## src/hdl/pin_task_event_regs.vh

```
// register offsets, field positions, codes and reset values of the pin task and event unit
`ifndef PIN_TASK_EVENT_REGS_VH
`define PIN_TASK_EVENT_REGS_VH

// byte offsets, channel arrays step by one word
`define OFS_TASK_OUT        12'h000
`define OFS_TASK_SET        12'h030
`define OFS_TASK_LOW        12'h060
`define OFS_EVT_IN          12'h100
`define OFS_EVT_PORT_OPEN   12'h140
`define OFS_EVT_PORT_SEC    12'h144
`define OFS_IRQ_ENABLE      12'h304
`define OFS_IRQ_DISABLE     12'h308
`define OFS_CONFIG          12'h510
`define OFS_SUMMARY_KIND    12'h600
`define OFS_LATCH           12'h604
`define OFS_CHAN_SECURE     12'h608
`define OFS_PIN_SECURE      12'h60c

// channel setup fields
`define CFG_MODE_LSB        0
`define CFG_PSEL_LSB        8
`define CFG_POL_LSB         16
`define CFG_INIT_BIT        20

// mode codes
`define MODE_DISABLED       2'h0
`define MODE_EVENT          2'h1
`define MODE_TASK           2'h3

// task action / edge condition codes
`define POL_NONE            2'h0
`define POL_HIGH            2'h1
`define POL_LOW             2'h2
`define POL_TOGGLE          2'h3

// interrupt enable bit positions for the two port events
`define IEN_PORT_OPEN       16
`define IEN_PORT_SEC        17

// reset values
`define RST_CONFIG          32'h0000_0000
`define RST_INTEN           32'h0000_0000

// bus answers
`define RESP_OKAY           2'h0
`define RESP_SLVERR         2'h2

`endif

```

## src/hdl/pin_task_event_unit.v

```verilog
// pin task and event unit: channels driving or watching gpio pins, behind an axi4-lite slave
//
// Implementation choices: the register offsets and register access over AXI4-Lite.
`include "pin_task_event_regs.vh"
`timescale 1ns/1ps
`default_nettype none

module pin_task_event_unit #(
    parameter CHANNELS = 8,                   // channels of this instance
    parameter PINS     = 32,                  // pins of the port
    parameter PSEL_W   = 5                    // width of the pin select field
) (
    input  wire                  aclk,
    input  wire                  aresetn,
    // axi4-lite slave
    input  wire [11:0]           awaddr,
    input  wire [2:0]            awprot,
    input  wire                  awvalid,
    output reg                   awready,
    input  wire [31:0]           wdata,
    input  wire [3:0]            wstrb,
    input  wire                  wvalid,
    output reg                   wready,
    output reg  [1:0]            bresp,
    output reg                   bvalid,
    input  wire                  bready,
    input  wire [11:0]           araddr,
    input  wire [2:0]            arprot,
    input  wire                  arvalid,
    output reg                   arready,
    output reg  [31:0]           rdata,
    output reg  [1:0]            rresp,
    output reg                   rvalid,
    input  wire                  rready,
    // task triggers and event pulses on the interconnect
    input  wire [CHANNELS-1:0]   out_task_in,
    input  wire [CHANNELS-1:0]   set_task_in,
    input  wire [CHANNELS-1:0]   drive_low_task_in,
    output reg  [CHANNELS-1:0]   edge_event_out,
    output reg                   port_event_open,
    output reg                   port_event_sec,
    // gpio port side
    input  wire [PINS-1:0]       gpio_out_val,
    input  wire [PINS-1:0]       gpio_dir,
    input  wire [PINS-1:0]       pin_in,
    input  wire [PINS-1:0]       pin_sense_hit,
    input  wire                  secure_sense_summary,
    input  wire                  open_sense_summary,
    output reg  [PINS-1:0]       pin_out,
    output reg  [PINS-1:0]       pin_oe_n,
    // power control and interrupts
    input  wire                  system_off_req,
    output reg                   wake_reset,
    output reg                   irq_open,
    output reg                   irq_sec
);

    // channel state
    reg [31:0]           config_reg [0:CHANNELS-1];  // channel setup words
    reg [CHANNELS-1:0]   level_reg;                  // level each task channel drives
    reg [CHANNELS-1:0]   prev_in_reg;                // last sampled level of bound pin
    reg [CHANNELS-1:0]   evt_in_reg;                 // edge event flags
    reg [CHANNELS-1:0]   chan_sec_reg;               // channel security attribute
    reg                  evt_open_reg;               // open port event flag
    reg                  evt_sec_reg;                // secure port event flag
    reg [31:0]           inten_reg;                  // interrupt enables
    reg                  kind_sel_reg;               // 1: latched summary mode
    reg [PINS-1:0]       latch_reg;                  // latched sense flags
    reg [PINS-1:0]       pin_sec_reg;                // pins whose sense counts as secure
    reg                  latch_gap_reg;              // one idle cycle after a latch clear
    reg                  sum_open_prev_reg;          // summary levels one cycle back
    reg                  sum_sec_prev_reg;

    // decode results
    reg [CHANNELS-1:0]   sw_out;
    reg [CHANNELS-1:0]   sw_set;
    reg [CHANNELS-1:0]   sw_low;
    reg [CHANNELS-1:0]   evt_in_clr;
    reg [CHANNELS-1:0]   cfg_we;
    reg                  evt_open_clr;
    reg                  evt_sec_clr;
    reg                  wr_hit;
    reg [31:0]           rd_data;
    reg                  rd_hit;
    reg [PINS-1:0]       pin_out_next;
    reg [PINS-1:0]       pin_oe_n_next;
    integer              i;
    integer              p;

    wire        wr_fire = awvalid & awready;   // write address and data taken together
    wire        rd_fire = arvalid & arready;
    wire        wr_ns   = awprot[1];           // prot bit 1 marks a non-secure access
    wire        rd_ns   = arprot[1];
    wire [31:0] wmask   = {{8{wstrb[3]}}, {8{wstrb[2]}}, {8{wstrb[1]}}, {8{wstrb[0]}}};
    wire [31:0] cur_sec_ien = {14'h0000, 1'b1, 1'b0, {(16 - CHANNELS){1'b0}}, chan_sec_reg};

    // true when addr hits word n of an array starting at base
    function hit;
        input [11:0] addr;
        input [11:0] base;
        input integer n;
        begin
            hit = (addr == base + n[9:0] * 12'h004);
        end
    endfunction

    // write decode: task triggers, event clears, setup strobes
    always @* begin
        sw_out       = {CHANNELS{1'b0}};
        sw_set       = {CHANNELS{1'b0}};
        sw_low       = {CHANNELS{1'b0}};
        evt_in_clr   = {CHANNELS{1'b0}};
        cfg_we       = {CHANNELS{1'b0}};
        evt_open_clr = 1'b0;
        evt_sec_clr  = 1'b0;
        wr_hit       = 1'b0;
        for (i = 0; i < CHANNELS; i = i + 1) begin
            // a non-secure write to a secure channel is silently dropped
            if (hit(awaddr, `OFS_TASK_OUT, i)) begin
                wr_hit    = 1'b1;
                sw_out[i] = wr_fire & wdata[0] & ~(wr_ns & chan_sec_reg[i]);
            end
            if (hit(awaddr, `OFS_TASK_SET, i)) begin
                wr_hit    = 1'b1;
                sw_set[i] = wr_fire & wdata[0] & ~(wr_ns & chan_sec_reg[i]);
            end
            if (hit(awaddr, `OFS_TASK_LOW, i)) begin
                wr_hit    = 1'b1;
                sw_low[i] = wr_fire & wdata[0] & ~(wr_ns & chan_sec_reg[i]);
            end
            if (hit(awaddr, `OFS_EVT_IN, i)) begin
                wr_hit        = 1'b1;
                evt_in_clr[i] = wr_fire & ~wdata[0] & ~(wr_ns & chan_sec_reg[i]);
            end
            if (hit(awaddr, `OFS_CONFIG, i)) begin
                wr_hit    = 1'b1;
                cfg_we[i] = wr_fire & ~(wr_ns & chan_sec_reg[i]);
            end
        end
        if (awaddr == `OFS_EVT_PORT_OPEN) begin
            wr_hit       = 1'b1;
            evt_open_clr = wr_fire & ~wdata[0];
        end
        if (awaddr == `OFS_EVT_PORT_SEC) begin
            wr_hit      = 1'b1;
            evt_sec_clr = wr_fire & ~wdata[0] & ~wr_ns;
        end
        if (awaddr == `OFS_IRQ_ENABLE || awaddr == `OFS_IRQ_DISABLE ||
            awaddr == `OFS_SUMMARY_KIND || awaddr == `OFS_LATCH ||
            awaddr == `OFS_CHAN_SECURE || awaddr == `OFS_PIN_SECURE) begin
            wr_hit = 1'b1;
        end
    end

    // read mux; secure state reads as zero to non-secure code
    always @* begin
        rd_data = 32'h0000_0000;
        rd_hit  = 1'b0;
        for (i = 0; i < CHANNELS; i = i + 1) begin
            if (hit(araddr, `OFS_TASK_OUT, i) || hit(araddr, `OFS_TASK_SET, i) ||
                hit(araddr, `OFS_TASK_LOW, i)) begin
                rd_hit = 1'b1;                     // tasks read as zero
            end
            if (hit(araddr, `OFS_EVT_IN, i)) begin
                rd_hit  = 1'b1;
                rd_data = {31'h0000_0000, evt_in_reg[i] & ~(rd_ns & chan_sec_reg[i])};
            end
            if (hit(araddr, `OFS_CONFIG, i)) begin
                rd_hit  = 1'b1;
                rd_data = (rd_ns & chan_sec_reg[i]) ? 32'h0000_0000 : config_reg[i];
            end
        end
        case (araddr)
            `OFS_EVT_PORT_OPEN: begin
                rd_hit  = 1'b1;
                rd_data = {31'h0000_0000, evt_open_reg};
            end
            `OFS_EVT_PORT_SEC: begin
                rd_hit  = 1'b1;
                rd_data = {31'h0000_0000, evt_sec_reg & ~rd_ns};
            end
            `OFS_IRQ_ENABLE, `OFS_IRQ_DISABLE: begin
                rd_hit  = 1'b1;
                rd_data = rd_ns ? (inten_reg & ~cur_sec_ien) : inten_reg;
            end
            `OFS_SUMMARY_KIND: begin
                rd_hit  = 1'b1;
                rd_data = {31'h0000_0000, kind_sel_reg};
            end
            `OFS_LATCH: begin
                rd_hit  = 1'b1;
                rd_data = rd_ns ? (latch_reg & ~pin_sec_reg) : latch_reg;
            end
            `OFS_CHAN_SECURE: begin
                rd_hit  = 1'b1;
                rd_data = {{(32 - CHANNELS){1'b0}}, chan_sec_reg};
            end
            `OFS_PIN_SECURE: begin
                rd_hit  = 1'b1;
                rd_data = pin_sec_reg;
            end
            default: begin
                rd_hit  = rd_hit;
                rd_data = rd_data;
            end
        endcase
    end

    // axi4-lite handshakes: both write channels accepted in one cycle, one answer at a time
    always @(posedge aclk) begin
        if (!aresetn) begin
            awready <= 1'b0;
            wready  <= 1'b0;
            bvalid  <= 1'b0;
            bresp   <= `RESP_OKAY;
            arready <= 1'b0;
            rvalid  <= 1'b0;
            rresp   <= `RESP_OKAY;
            rdata   <= 32'h0000_0000;
        end else begin
            // ready only once both halves are offered, so no half write is ever held
            awready <= awvalid & wvalid & ~awready & ~bvalid;
            wready  <= awvalid & wvalid & ~awready & ~bvalid;
            if (wr_fire) begin
                bvalid <= 1'b1;
                bresp  <= wr_hit ? `RESP_OKAY : `RESP_SLVERR;
            end else if (bready) begin
                bvalid <= 1'b0;
            end
            arready <= arvalid & ~arready & ~rvalid;
            if (rd_fire) begin
                rvalid <= 1'b1;
                rdata  <= rd_data;
                rresp  <= rd_hit ? `RESP_OKAY : `RESP_SLVERR;
            end else if (rready) begin
                rvalid <= 1'b0;
            end
        end
    end

    // software-owned registers; set from hardware wins over a clear in the same cycle
    always @(posedge aclk) begin
        if (!aresetn) begin
            inten_reg     <= `RST_INTEN;
            kind_sel_reg  <= 1'b0;
            latch_reg     <= {PINS{1'b0}};
            chan_sec_reg  <= {CHANNELS{1'b0}};
            pin_sec_reg   <= {PINS{1'b0}};
            latch_gap_reg <= 1'b0;
        end else begin
            latch_gap_reg <= 1'b0;
            if (wr_fire && awaddr == `OFS_IRQ_ENABLE) begin
                inten_reg <= inten_reg | (wdata & wmask & (wr_ns ? ~cur_sec_ien : 32'hffff_ffff));
            end
            if (wr_fire && awaddr == `OFS_IRQ_DISABLE) begin
                inten_reg <= inten_reg & ~(wdata & wmask & (wr_ns ? ~cur_sec_ien : 32'hffff_ffff));
            end
            // summary selector and security attributes are secure-only
            if (wr_fire && !wr_ns && awaddr == `OFS_SUMMARY_KIND && wstrb[0]) begin
                kind_sel_reg <= wdata[0];
            end
            if (wr_fire && !wr_ns && awaddr == `OFS_CHAN_SECURE) begin
                chan_sec_reg <= (chan_sec_reg & ~wmask[CHANNELS-1:0]) |
                                (wdata[CHANNELS-1:0] & wmask[CHANNELS-1:0]);
            end
            if (wr_fire && !wr_ns && awaddr == `OFS_PIN_SECURE) begin
                pin_sec_reg <= (pin_sec_reg & ~wmask) | (wdata & wmask);
            end
            // latched flags: write one to clear, a fresh hit keeps the flag
            if (wr_fire && awaddr == `OFS_LATCH) begin
                latch_reg <= (latch_reg & ~(wdata & wmask & (wr_ns ? ~pin_sec_reg :
                             {PINS{1'b1}}))) | pin_sense_hit;
                latch_gap_reg <= 1'b1;     // drop summary once so leftovers edge again
            end else begin
                latch_reg <= latch_reg | pin_sense_hit;
            end
        end
    end

    // per-channel task and event logic
    genvar g;
    generate
        for (g = 0; g < CHANNELS; g = g + 1) begin : chan
            wire [1:0]        mode     = config_reg[g][`CFG_MODE_LSB +: 2];
            wire [PSEL_W-1:0] psel     = config_reg[g][`CFG_PSEL_LSB +: PSEL_W];
            wire [1:0]        pol      = config_reg[g][`CFG_POL_LSB +: 2];
            wire              cur_in   = pin_in[psel];
            wire              t_out    = out_task_in[g] | sw_out[g];
            wire              t_set    = set_task_in[g] | sw_set[g];
            wire              t_low    = drive_low_task_in[g] | sw_low[g];
            wire              new_task = (wdata[`CFG_MODE_LSB +: 2] == `MODE_TASK);
            wire              rise     = cur_in & ~prev_in_reg[g];
            wire              fall     = ~cur_in & prev_in_reg[g];
            reg               edge_hit;

            // which edges count for this channel
            always @* begin
                case (pol)
                    `POL_HIGH:   edge_hit = rise;
                    `POL_LOW:    edge_hit = fall;
                    `POL_TOGGLE: edge_hit = rise | fall;
                    default:     edge_hit = 1'b0;
                endcase
            end

            always @(posedge aclk) begin
                if (!aresetn) begin
                    config_reg[g]     <= `RST_CONFIG;
                    level_reg[g]      <= 1'b0;
                    prev_in_reg[g]    <= 1'b0;
                    evt_in_reg[g]     <= 1'b0;
                    edge_event_out[g] <= 1'b0;
                end else begin
                    prev_in_reg[g] <= cur_in;
                    if (cfg_we[g]) begin
                        config_reg[g] <= (config_reg[g] & ~wmask) | (wdata & wmask);
                    end
                    // level: mode entry first, then out, low, set by priority
                    if (cfg_we[g] && wstrb[0] && new_task && mode != `MODE_TASK) begin
                        level_reg[g] <= wstrb[2] ? wdata[`CFG_INIT_BIT]
                                                 : config_reg[g][`CFG_INIT_BIT];
                    end else if (mode == `MODE_TASK) begin
                        if (t_out) begin
                            case (pol)
                                `POL_HIGH:   level_reg[g] <= 1'b1;
                                `POL_LOW:    level_reg[g] <= 1'b0;
                                `POL_TOGGLE: level_reg[g] <= ~level_reg[g];
                                default:     level_reg[g] <= level_reg[g];
                            endcase
                        end else if (t_low) begin
                            level_reg[g] <= 1'b0;
                        end else if (t_set) begin
                            level_reg[g] <= 1'b1;
                        end
                    end
                    // edge event flag: a new edge beats a clear in the same cycle
                    edge_event_out[g] <= (mode == `MODE_EVENT) & edge_hit;
                    evt_in_reg[g] <= ((mode == `MODE_EVENT) & edge_hit) |
                                     (evt_in_reg[g] & ~evt_in_clr[g]);
                end
            end
        end
    endgenerate

    // pin ownership: a channel in task or event mode overrides the port for its pin
    always @* begin
        pin_out_next  = gpio_out_val;
        pin_oe_n_next = ~gpio_dir;
        for (p = 0; p < PINS; p = p + 1) begin
            for (i = 0; i < CHANNELS; i = i + 1) begin
                if (config_reg[i][`CFG_PSEL_LSB +: PSEL_W] == p[PSEL_W-1:0]) begin
                    if (config_reg[i][`CFG_MODE_LSB +: 2] == `MODE_TASK) begin
                        pin_out_next[p]  = level_reg[i];
                        pin_oe_n_next[p] = 1'b0;
                    end else if (config_reg[i][`CFG_MODE_LSB +: 2] == `MODE_EVENT) begin
                        pin_oe_n_next[p] = 1'b1;
                    end
                end
            end
        end
    end

    // summaries: raw port signals, or the or of latched flags split by pin security
    wire sum_open_now = kind_sel_reg ? (|(latch_reg & ~pin_sec_reg) & ~latch_gap_reg)
                                     : open_sense_summary;
    wire sum_sec_now  = kind_sel_reg ? (|(latch_reg & pin_sec_reg) & ~latch_gap_reg)
                                     : secure_sense_summary;
    wire rise_open    = sum_open_now & ~sum_open_prev_reg;
    wire rise_sec     = sum_sec_now & ~sum_sec_prev_reg;

    // port events, pin drive, wakeup and interrupt lines, all registered
    always @(posedge aclk) begin
        if (!aresetn) begin
            sum_open_prev_reg <= 1'b0;
            sum_sec_prev_reg  <= 1'b0;
            evt_open_reg      <= 1'b0;
            evt_sec_reg       <= 1'b0;
            port_event_open   <= 1'b0;
            port_event_sec    <= 1'b0;
            pin_out           <= {PINS{1'b0}};
            pin_oe_n          <= {PINS{1'b1}};
            wake_reset        <= 1'b0;
            irq_open          <= 1'b0;
            irq_sec           <= 1'b0;
        end else begin
            sum_open_prev_reg <= sum_open_now;
            sum_sec_prev_reg  <= sum_sec_now;
            port_event_open   <= rise_open;
            port_event_sec    <= rise_sec;
            evt_open_reg      <= rise_open | (evt_open_reg & ~evt_open_clr);
            evt_sec_reg       <= rise_sec | (evt_sec_reg & ~evt_sec_clr);
            pin_out           <= pin_out_next;
            pin_oe_n          <= pin_oe_n_next;
            // held while off is requested with a summary high
            wake_reset        <= system_off_req & (sum_open_now | sum_sec_now);
            // each line has a fixed domain: irq_open non-secure channels and open port event, irq_sec secure channels and secure port event
            irq_open <= |(evt_in_reg & inten_reg[CHANNELS-1:0] & ~chan_sec_reg) |
                        (evt_open_reg & inten_reg[`IEN_PORT_OPEN]);
            irq_sec  <= |(evt_in_reg & inten_reg[CHANNELS-1:0] & chan_sec_reg) |
                        (evt_sec_reg & inten_reg[`IEN_PORT_SEC]);
        end
    end

endmodule // pin_task_event_unit

`default_nettype wire

```

## config.mk

```make
export PLATFORM = sky130hd
export DESIGN_NAME = pin_task_event_unit
export DESIGN_NICKNAME = d
export VERILOG_FILES = /design/src/hdl/pin_task_event_unit.v
export VERILOG_INCLUDE_DIRS = /design/src /design/src/hdl
export SDC_FILE = /design/constraint.sdc
export NUM_CORES = 2
export LEC_CHECK = 0
export ABC_AREA = 1
export BUFFER_PORTS_ARGS = -buffer_cell sky130_fd_sc_hd__buf_4
export CORE_MARGIN = 8
export CORE_UTILIZATION = 45
export DETAILED_ROUTE_END_ITERATION = 12
export SLEW_MARGIN = 25
export SYNTH_ARGS = -nofsm -noshare
export SYNTH_HDL_FRONTEND = slang
export SYNTH_SLANG_ARGS = --single-unit
```

## constraint.sdc

```tcl
create_clock -name aclk -period 3.8 [get_ports aclk]
set_input_delay 0.38 -clock aclk [delete_from_list [all_inputs] [get_ports aclk]]
set_output_delay 0.38 -clock aclk [all_outputs]
set_load 0.03 [all_outputs]
```

**After elaboration in Yosys (flattened, before gate mapping)**

Memories as Yosys holds them, arrays and structs flattened.
Index checks and enable logic that the tools add are counted.

- Muxes and demuxes: 1,544
- $lt $le $gt $ge: 8
- Reductions and logical operators: 97
- Equal/unequal tests: 399
- Bitwise logic cells: 256

Operators with widths:

| kind | count |
|---|---|
| two-way mux 1 bit | 1,479 |
| two-way mux 32 bit | 38 |
| equality test 5 bit, second input constant | 128 |
| AND 32 bit | 17 |
| OR 32 bit | 12 |
| equality test 5 x 4 -> 1 bit, second input constant | 64 |
| equality test 12 x 11 -> 1 bit, second input constant | 24 |
| equality test 12 x 7 -> 1 bit, second input constant | 24 |
| equality test 12 x 9 -> 1 bit, second input constant | 20 |
| case mux 32 bit (7 select lines) | 1 |
| equality test 5 x 3 -> 1 bit, second input constant | 32 |
| inverter 32 bit | 5 |
| AND 1 bit | 100 |
| equality test 12 x 5 -> 1 bit, second input constant | 8 |
| equality test 12 x 6 -> 1 bit, second input constant | 8 |
| equality test 5 x 2 -> 1 bit, second input constant | 16 |
| OR reduction 32 bit | 2 |
| inverter 1 bit | 60 |
| OR 1 bit | 53 |
| equality test 2 bit, second input constant | 25 |
| equality test 12 x 10 -> 1 bit, second input constant | 4 |
| equality test 12 x 4 -> 1 bit, second input constant | 4 |
| < comparator 5 x 6 -> 1 bit, second input constant | 8 |
| case mux 1 bit (3 select lines) | 16 |
| 21 further kinds | 156 |

- Memories: 1
- Word-level logic and storage cells: 2,361
- Bits in writable memories: 256
- Bits in registers: 251

Memory list:

| memory | depth | width | rd ports | clocked after Yosys merged registers in | write ports | line | source |
|---|---|---|---|---|---|---|---|
| config_reg | 8 | 32 | 8 | 0 | 8 | pin_task_event_unit.v:59 | `reg [31:0] config_reg [0:CHANNELS-1];` |

**Logic depth before layout (Yosys ltp)**

- Depth in word-level cells: 45
- Gate-level depth with buffers: 22
- Mapped depth without buffers: 22

**Least setup slack after synthesis**

OpenSTA, ideal clock, no wires.

- Path type: flip-flop to flip-flop
- From: mem config_reg[4][9] (netlist: config_reg[1][9])
- To: reg evt_in_reg[4]
- Arrival time: 2,527 ps
- Stages on the path, launching flop included: 16
- Clock period less this slack: 2,601 ps
- Setup time: 74 ps
- Data required time: 3,726 ps
- Path buffers: 2
- Slack: 1,199 ps
- Cell sequence: edfxtp_1 > clkbuf_1 > nand2_1 > clkbuf_1 > o22ai_1 > a221oi_1 > o211ai_1 > a211oi_1 > nor2_1 > ha_1 > o21ai_0 > a21oi_1 > or4_1 > inv_1 > nand2_1 > o21ai_0

RTL lines:

| item | line | source |
|---|---|---|
| start, declared | pin_task_event_unit.v:59 |  |
| end signal, assigned by index | pin_task_event_unit.v:338 | `` evt_in_reg[g] <= ((mode == `MODE_EVENT) & edge_hit) \| `` |
| end, declared | pin_task_event_unit.v:62 | `reg [CHANNELS-1:0] evt_in_reg;` |

==> results.txt <==
Drt via density - 5.86
Ys Warns - 0
Final WL - 166 mm
Clk sink count - 505
P per Cell Area - 324 nW/µm²
First-pass GRT wire length - 245 mm
DR iter-0 viols - 4427
DR DRC count - 0
Number of global-route vias before repair - 39.2k
Sequential element share of the synthesized area - 35.0%
Die Y - 300 µm
Layout area overhead - 15.1%
Placed Area - 39600 µm²
Yosys cell types - 60
Crit path required time - 4.29 ns
Final net count - 6190
GRT Overall Usage - 35.4%
Startpoint Class - flop
Fin crit period - 3.15 ns
Clock Skews - 0.0527 ns
Die X-Extent - 300 µm
Post-synth top area cell - edfxtp_1
# rows - 104
R2r startpoint - config_reg[0][10]$_SDFFCE_PN0P_
Final RePlAce weighted congestion - 1.03
Cells after synthesis - 5703
Num CTS Buffers - 57
#FFs+latches synth - 505
Clock Tree Buf Depth - 3
Slew margin rel. - 34.3%
Post-CTS Setup Inserts - 0
CTS tree - yes
Reg2reg end - pin_out[16]$_SDFF_PN0_
Io pins - 346
Wire length per cell - 23.7 µm
Max Cap Viol - 0
DP Wirelength - 125 mm
Fmax - 0.318 GHz
WS Path Type - reg -> reg
Worst VDD drop - 0.339 mV
Via count - 41.1k
Initial core utilization - 45.2%
Top area cells in the synthesized netlist - edfxtp_1, nand2_1, dfxtp_1, nor2_1, a21oi_1
Total gr overflow - 0
Clk slew on worst S/H paths - 0.06 ns
Slew @ Worst Pin - 0.979 ns
TritonRoute pass-1 iters - 8
Port bufs - 339
Status - finished, final reports clean
Final ANT Viol Nets - 0
Final hold violation count - 0
CP endpoint - pin_out[16]$_SDFF_PN0_
Largest net degree at the start of global routing - 104
Leak - 17.9 nW
Setup Viol. Count Final - 0
Worst hold-check path type - in -> reg
TNS Setup - 0 ns
Max-slew violations - 0
RSZ-0062 raised after global routing - false
CTS HTree Levels - 2
Mean Syn Cell Area - 6.35 µm²
Cts hold-fix bufs - 25
Worst R2R Path Depth - 10
Fin crit share - 82.8%
Worst-path maximum fanout - 7
Critical path origin - config_reg[0][10]$_SDFFCE_PN0P_
CTS root buf - clkbuf_16
Crit path arrival time - 3.64 ns
Synth top area share - 21.2%
Reg2reg setup slack - 0.65 ns
Share of cells above drive strength 1 - 10.3%
Post-synthesis instance area - 36200 µm²
Die Area - 89900 µm²
Initial antenna violation count - 3
Finished Cell Area - 41700 µm²
Core Region - 80200 µm²
Post_cts resized - 0
Crit end category - flop
Clk_lat worst skew - 0.65 ns
-- metrics by stage --
| step | std cells | worst slack [ns] | hold slack (ns) | power [W] | utilization [%] |
|---|---|---|---|---|---|
| floorplan | 5704 | 1.20 | 0.429 | 0.00717 | - |
| global placement | 6890 | 0.604 | 0.437 | 0.00805 | 49.4 |
| detailed placement | 6890 | 0.562 | 0.437 | 0.00806 | 49.4 |
| CTS | 7020 | 0.759 | 0.00236 | 0.0135 | 52.0 |
| global route | 7022 | 0.385 | 0.0171 | 0.0139 | 52.0 |
| finish | 7024 | 0.653 | 0.0177 | 0.0135 | 52.0 |
-- cells in the final DEF (no fill, tap or decap), types with 39 or more instances in the layout --
master and count:
inv_1 495, dfxtp_1 249, nand2_1 1730, clkinv_1 53, o211ai_1 70, o21ai_1 49, o21ai_0 418, o22ai_1 39
nor3_1 44, a22oi_1 57, clkbuf_16 58, buf_4 434, edfxtp_1 256, nor2_1 732, nand3_1 289, a21oi_1 526
ha_1 48, o221ai_1 74
-- critical path, stage by stage (launching register included) --
cell      delay (ns)
edfxtp_1        0.47
nor2_1          0.63
nand3_1         0.24
o21ai_0         0.19
o21ai_0         0.19
o21ai_0         0.26
a31oi_1         0.18
o21ai_0         0.42
o211ai_1        0.14
o21ai_0         0.21
a21oi_1         0.11
-- cell usage after synthesis (all sizes together) --
master and n:
dfxtp 249, conb 1, a2111oi 2, a22o 1, nor4 12, o21bai 23
o21a 1, a21boi 2, ha 48, o22a 1, inv 532, o22ai 39
nor3 50, a21o 1, a21oi 529, a22oi 57, o2111ai 2, o311ai 3
o211ai 70, nand2 1735, a221oi 19, o21ai 467, clkinv 41, o31ai 11
o221ai 74, a31oi 22, a221o 1, a311oi 10, nand3b 5, a31o 5
a211o 1, or2 2, nor2 763, clkbuf 212, or4 5, edfxtp 256
a211oi 22, nand4 30, o211a 1, or3 1, buf 100, a32o 2
nand3 293, a41oi 2
-- worst min path at each step --
| stage | start | endpoint | slack [ns] | cells past startpoint |
|---|---|---|---|---|
| after floorplan | flop | flop | 0.43 | 2 |
| after global placement | arready$_SDFF_PN0_ | arready$_SDFF_PN0_ | 0.44 | 1 |
| after detailed placement | arready$_SDFF_PN0_ | arready$_SDFF_PN0_ | 0.44 | 1 |
| after CTS | wvalid | wready$_SDFF_PN0_ | 0.002 | 3 |
| after global routing | pin_sense_hit[2] | latch_reg[2]$_SDFF_PN0_ | 0.02 | 3 |
| final | pin_sense_hit[29] | latch_reg[29]$_SDFF_PN0_ | 0.02 | 3 |
-- area by class of cell --
class / count / area, µm²
fill: 8388 / 38400
clock inverter: 32 / 285
antenna: 4 / 10.0
multi-input combinational: 4314 / 20100
timing repair buffer: 463 / 3590
clock buffer: 73 / 1550
sequential: 505 / 12700
tap: 1060 / 1330
inverter: 573 / 2160
-- where the power goes --
part           internal (W)  total, W  leakage, nW  switching (W)
registers           0.00589   0.00602         4.68       0.000130
clock network       0.00309   0.00550        0.892        0.00241
logic              0.000608   0.00199         12.4        0.00138
total               0.00959    0.0135         17.9        0.00392
-- metal layers --
| layer | global-route usage [%] | share of wire (%) |
|---|---|---|
| met3 | 4.86 | 7.9 |
| met4 | 21.4 | 7.1 |
| met2 | 60.1 | 47 |
| met5 | 0 | 0.0096 |
| met1 | 42.5 | 38 |
-- kinds of logic (layout without fill, tap and decap cells) --
group           count (synthesis)  after routing  share of synthesized area, %
simple gates                 2896           2896                          32.1
flops                         505            505                          35.0
other cells                     1              6                        0.0103
compound gates               1368           1368                          21.7
fa+ha+maj                      48             48                          1.66
buf+inv                       885           1141                          9.57
No activity file was read; power rests on OpenSTA's default activity.
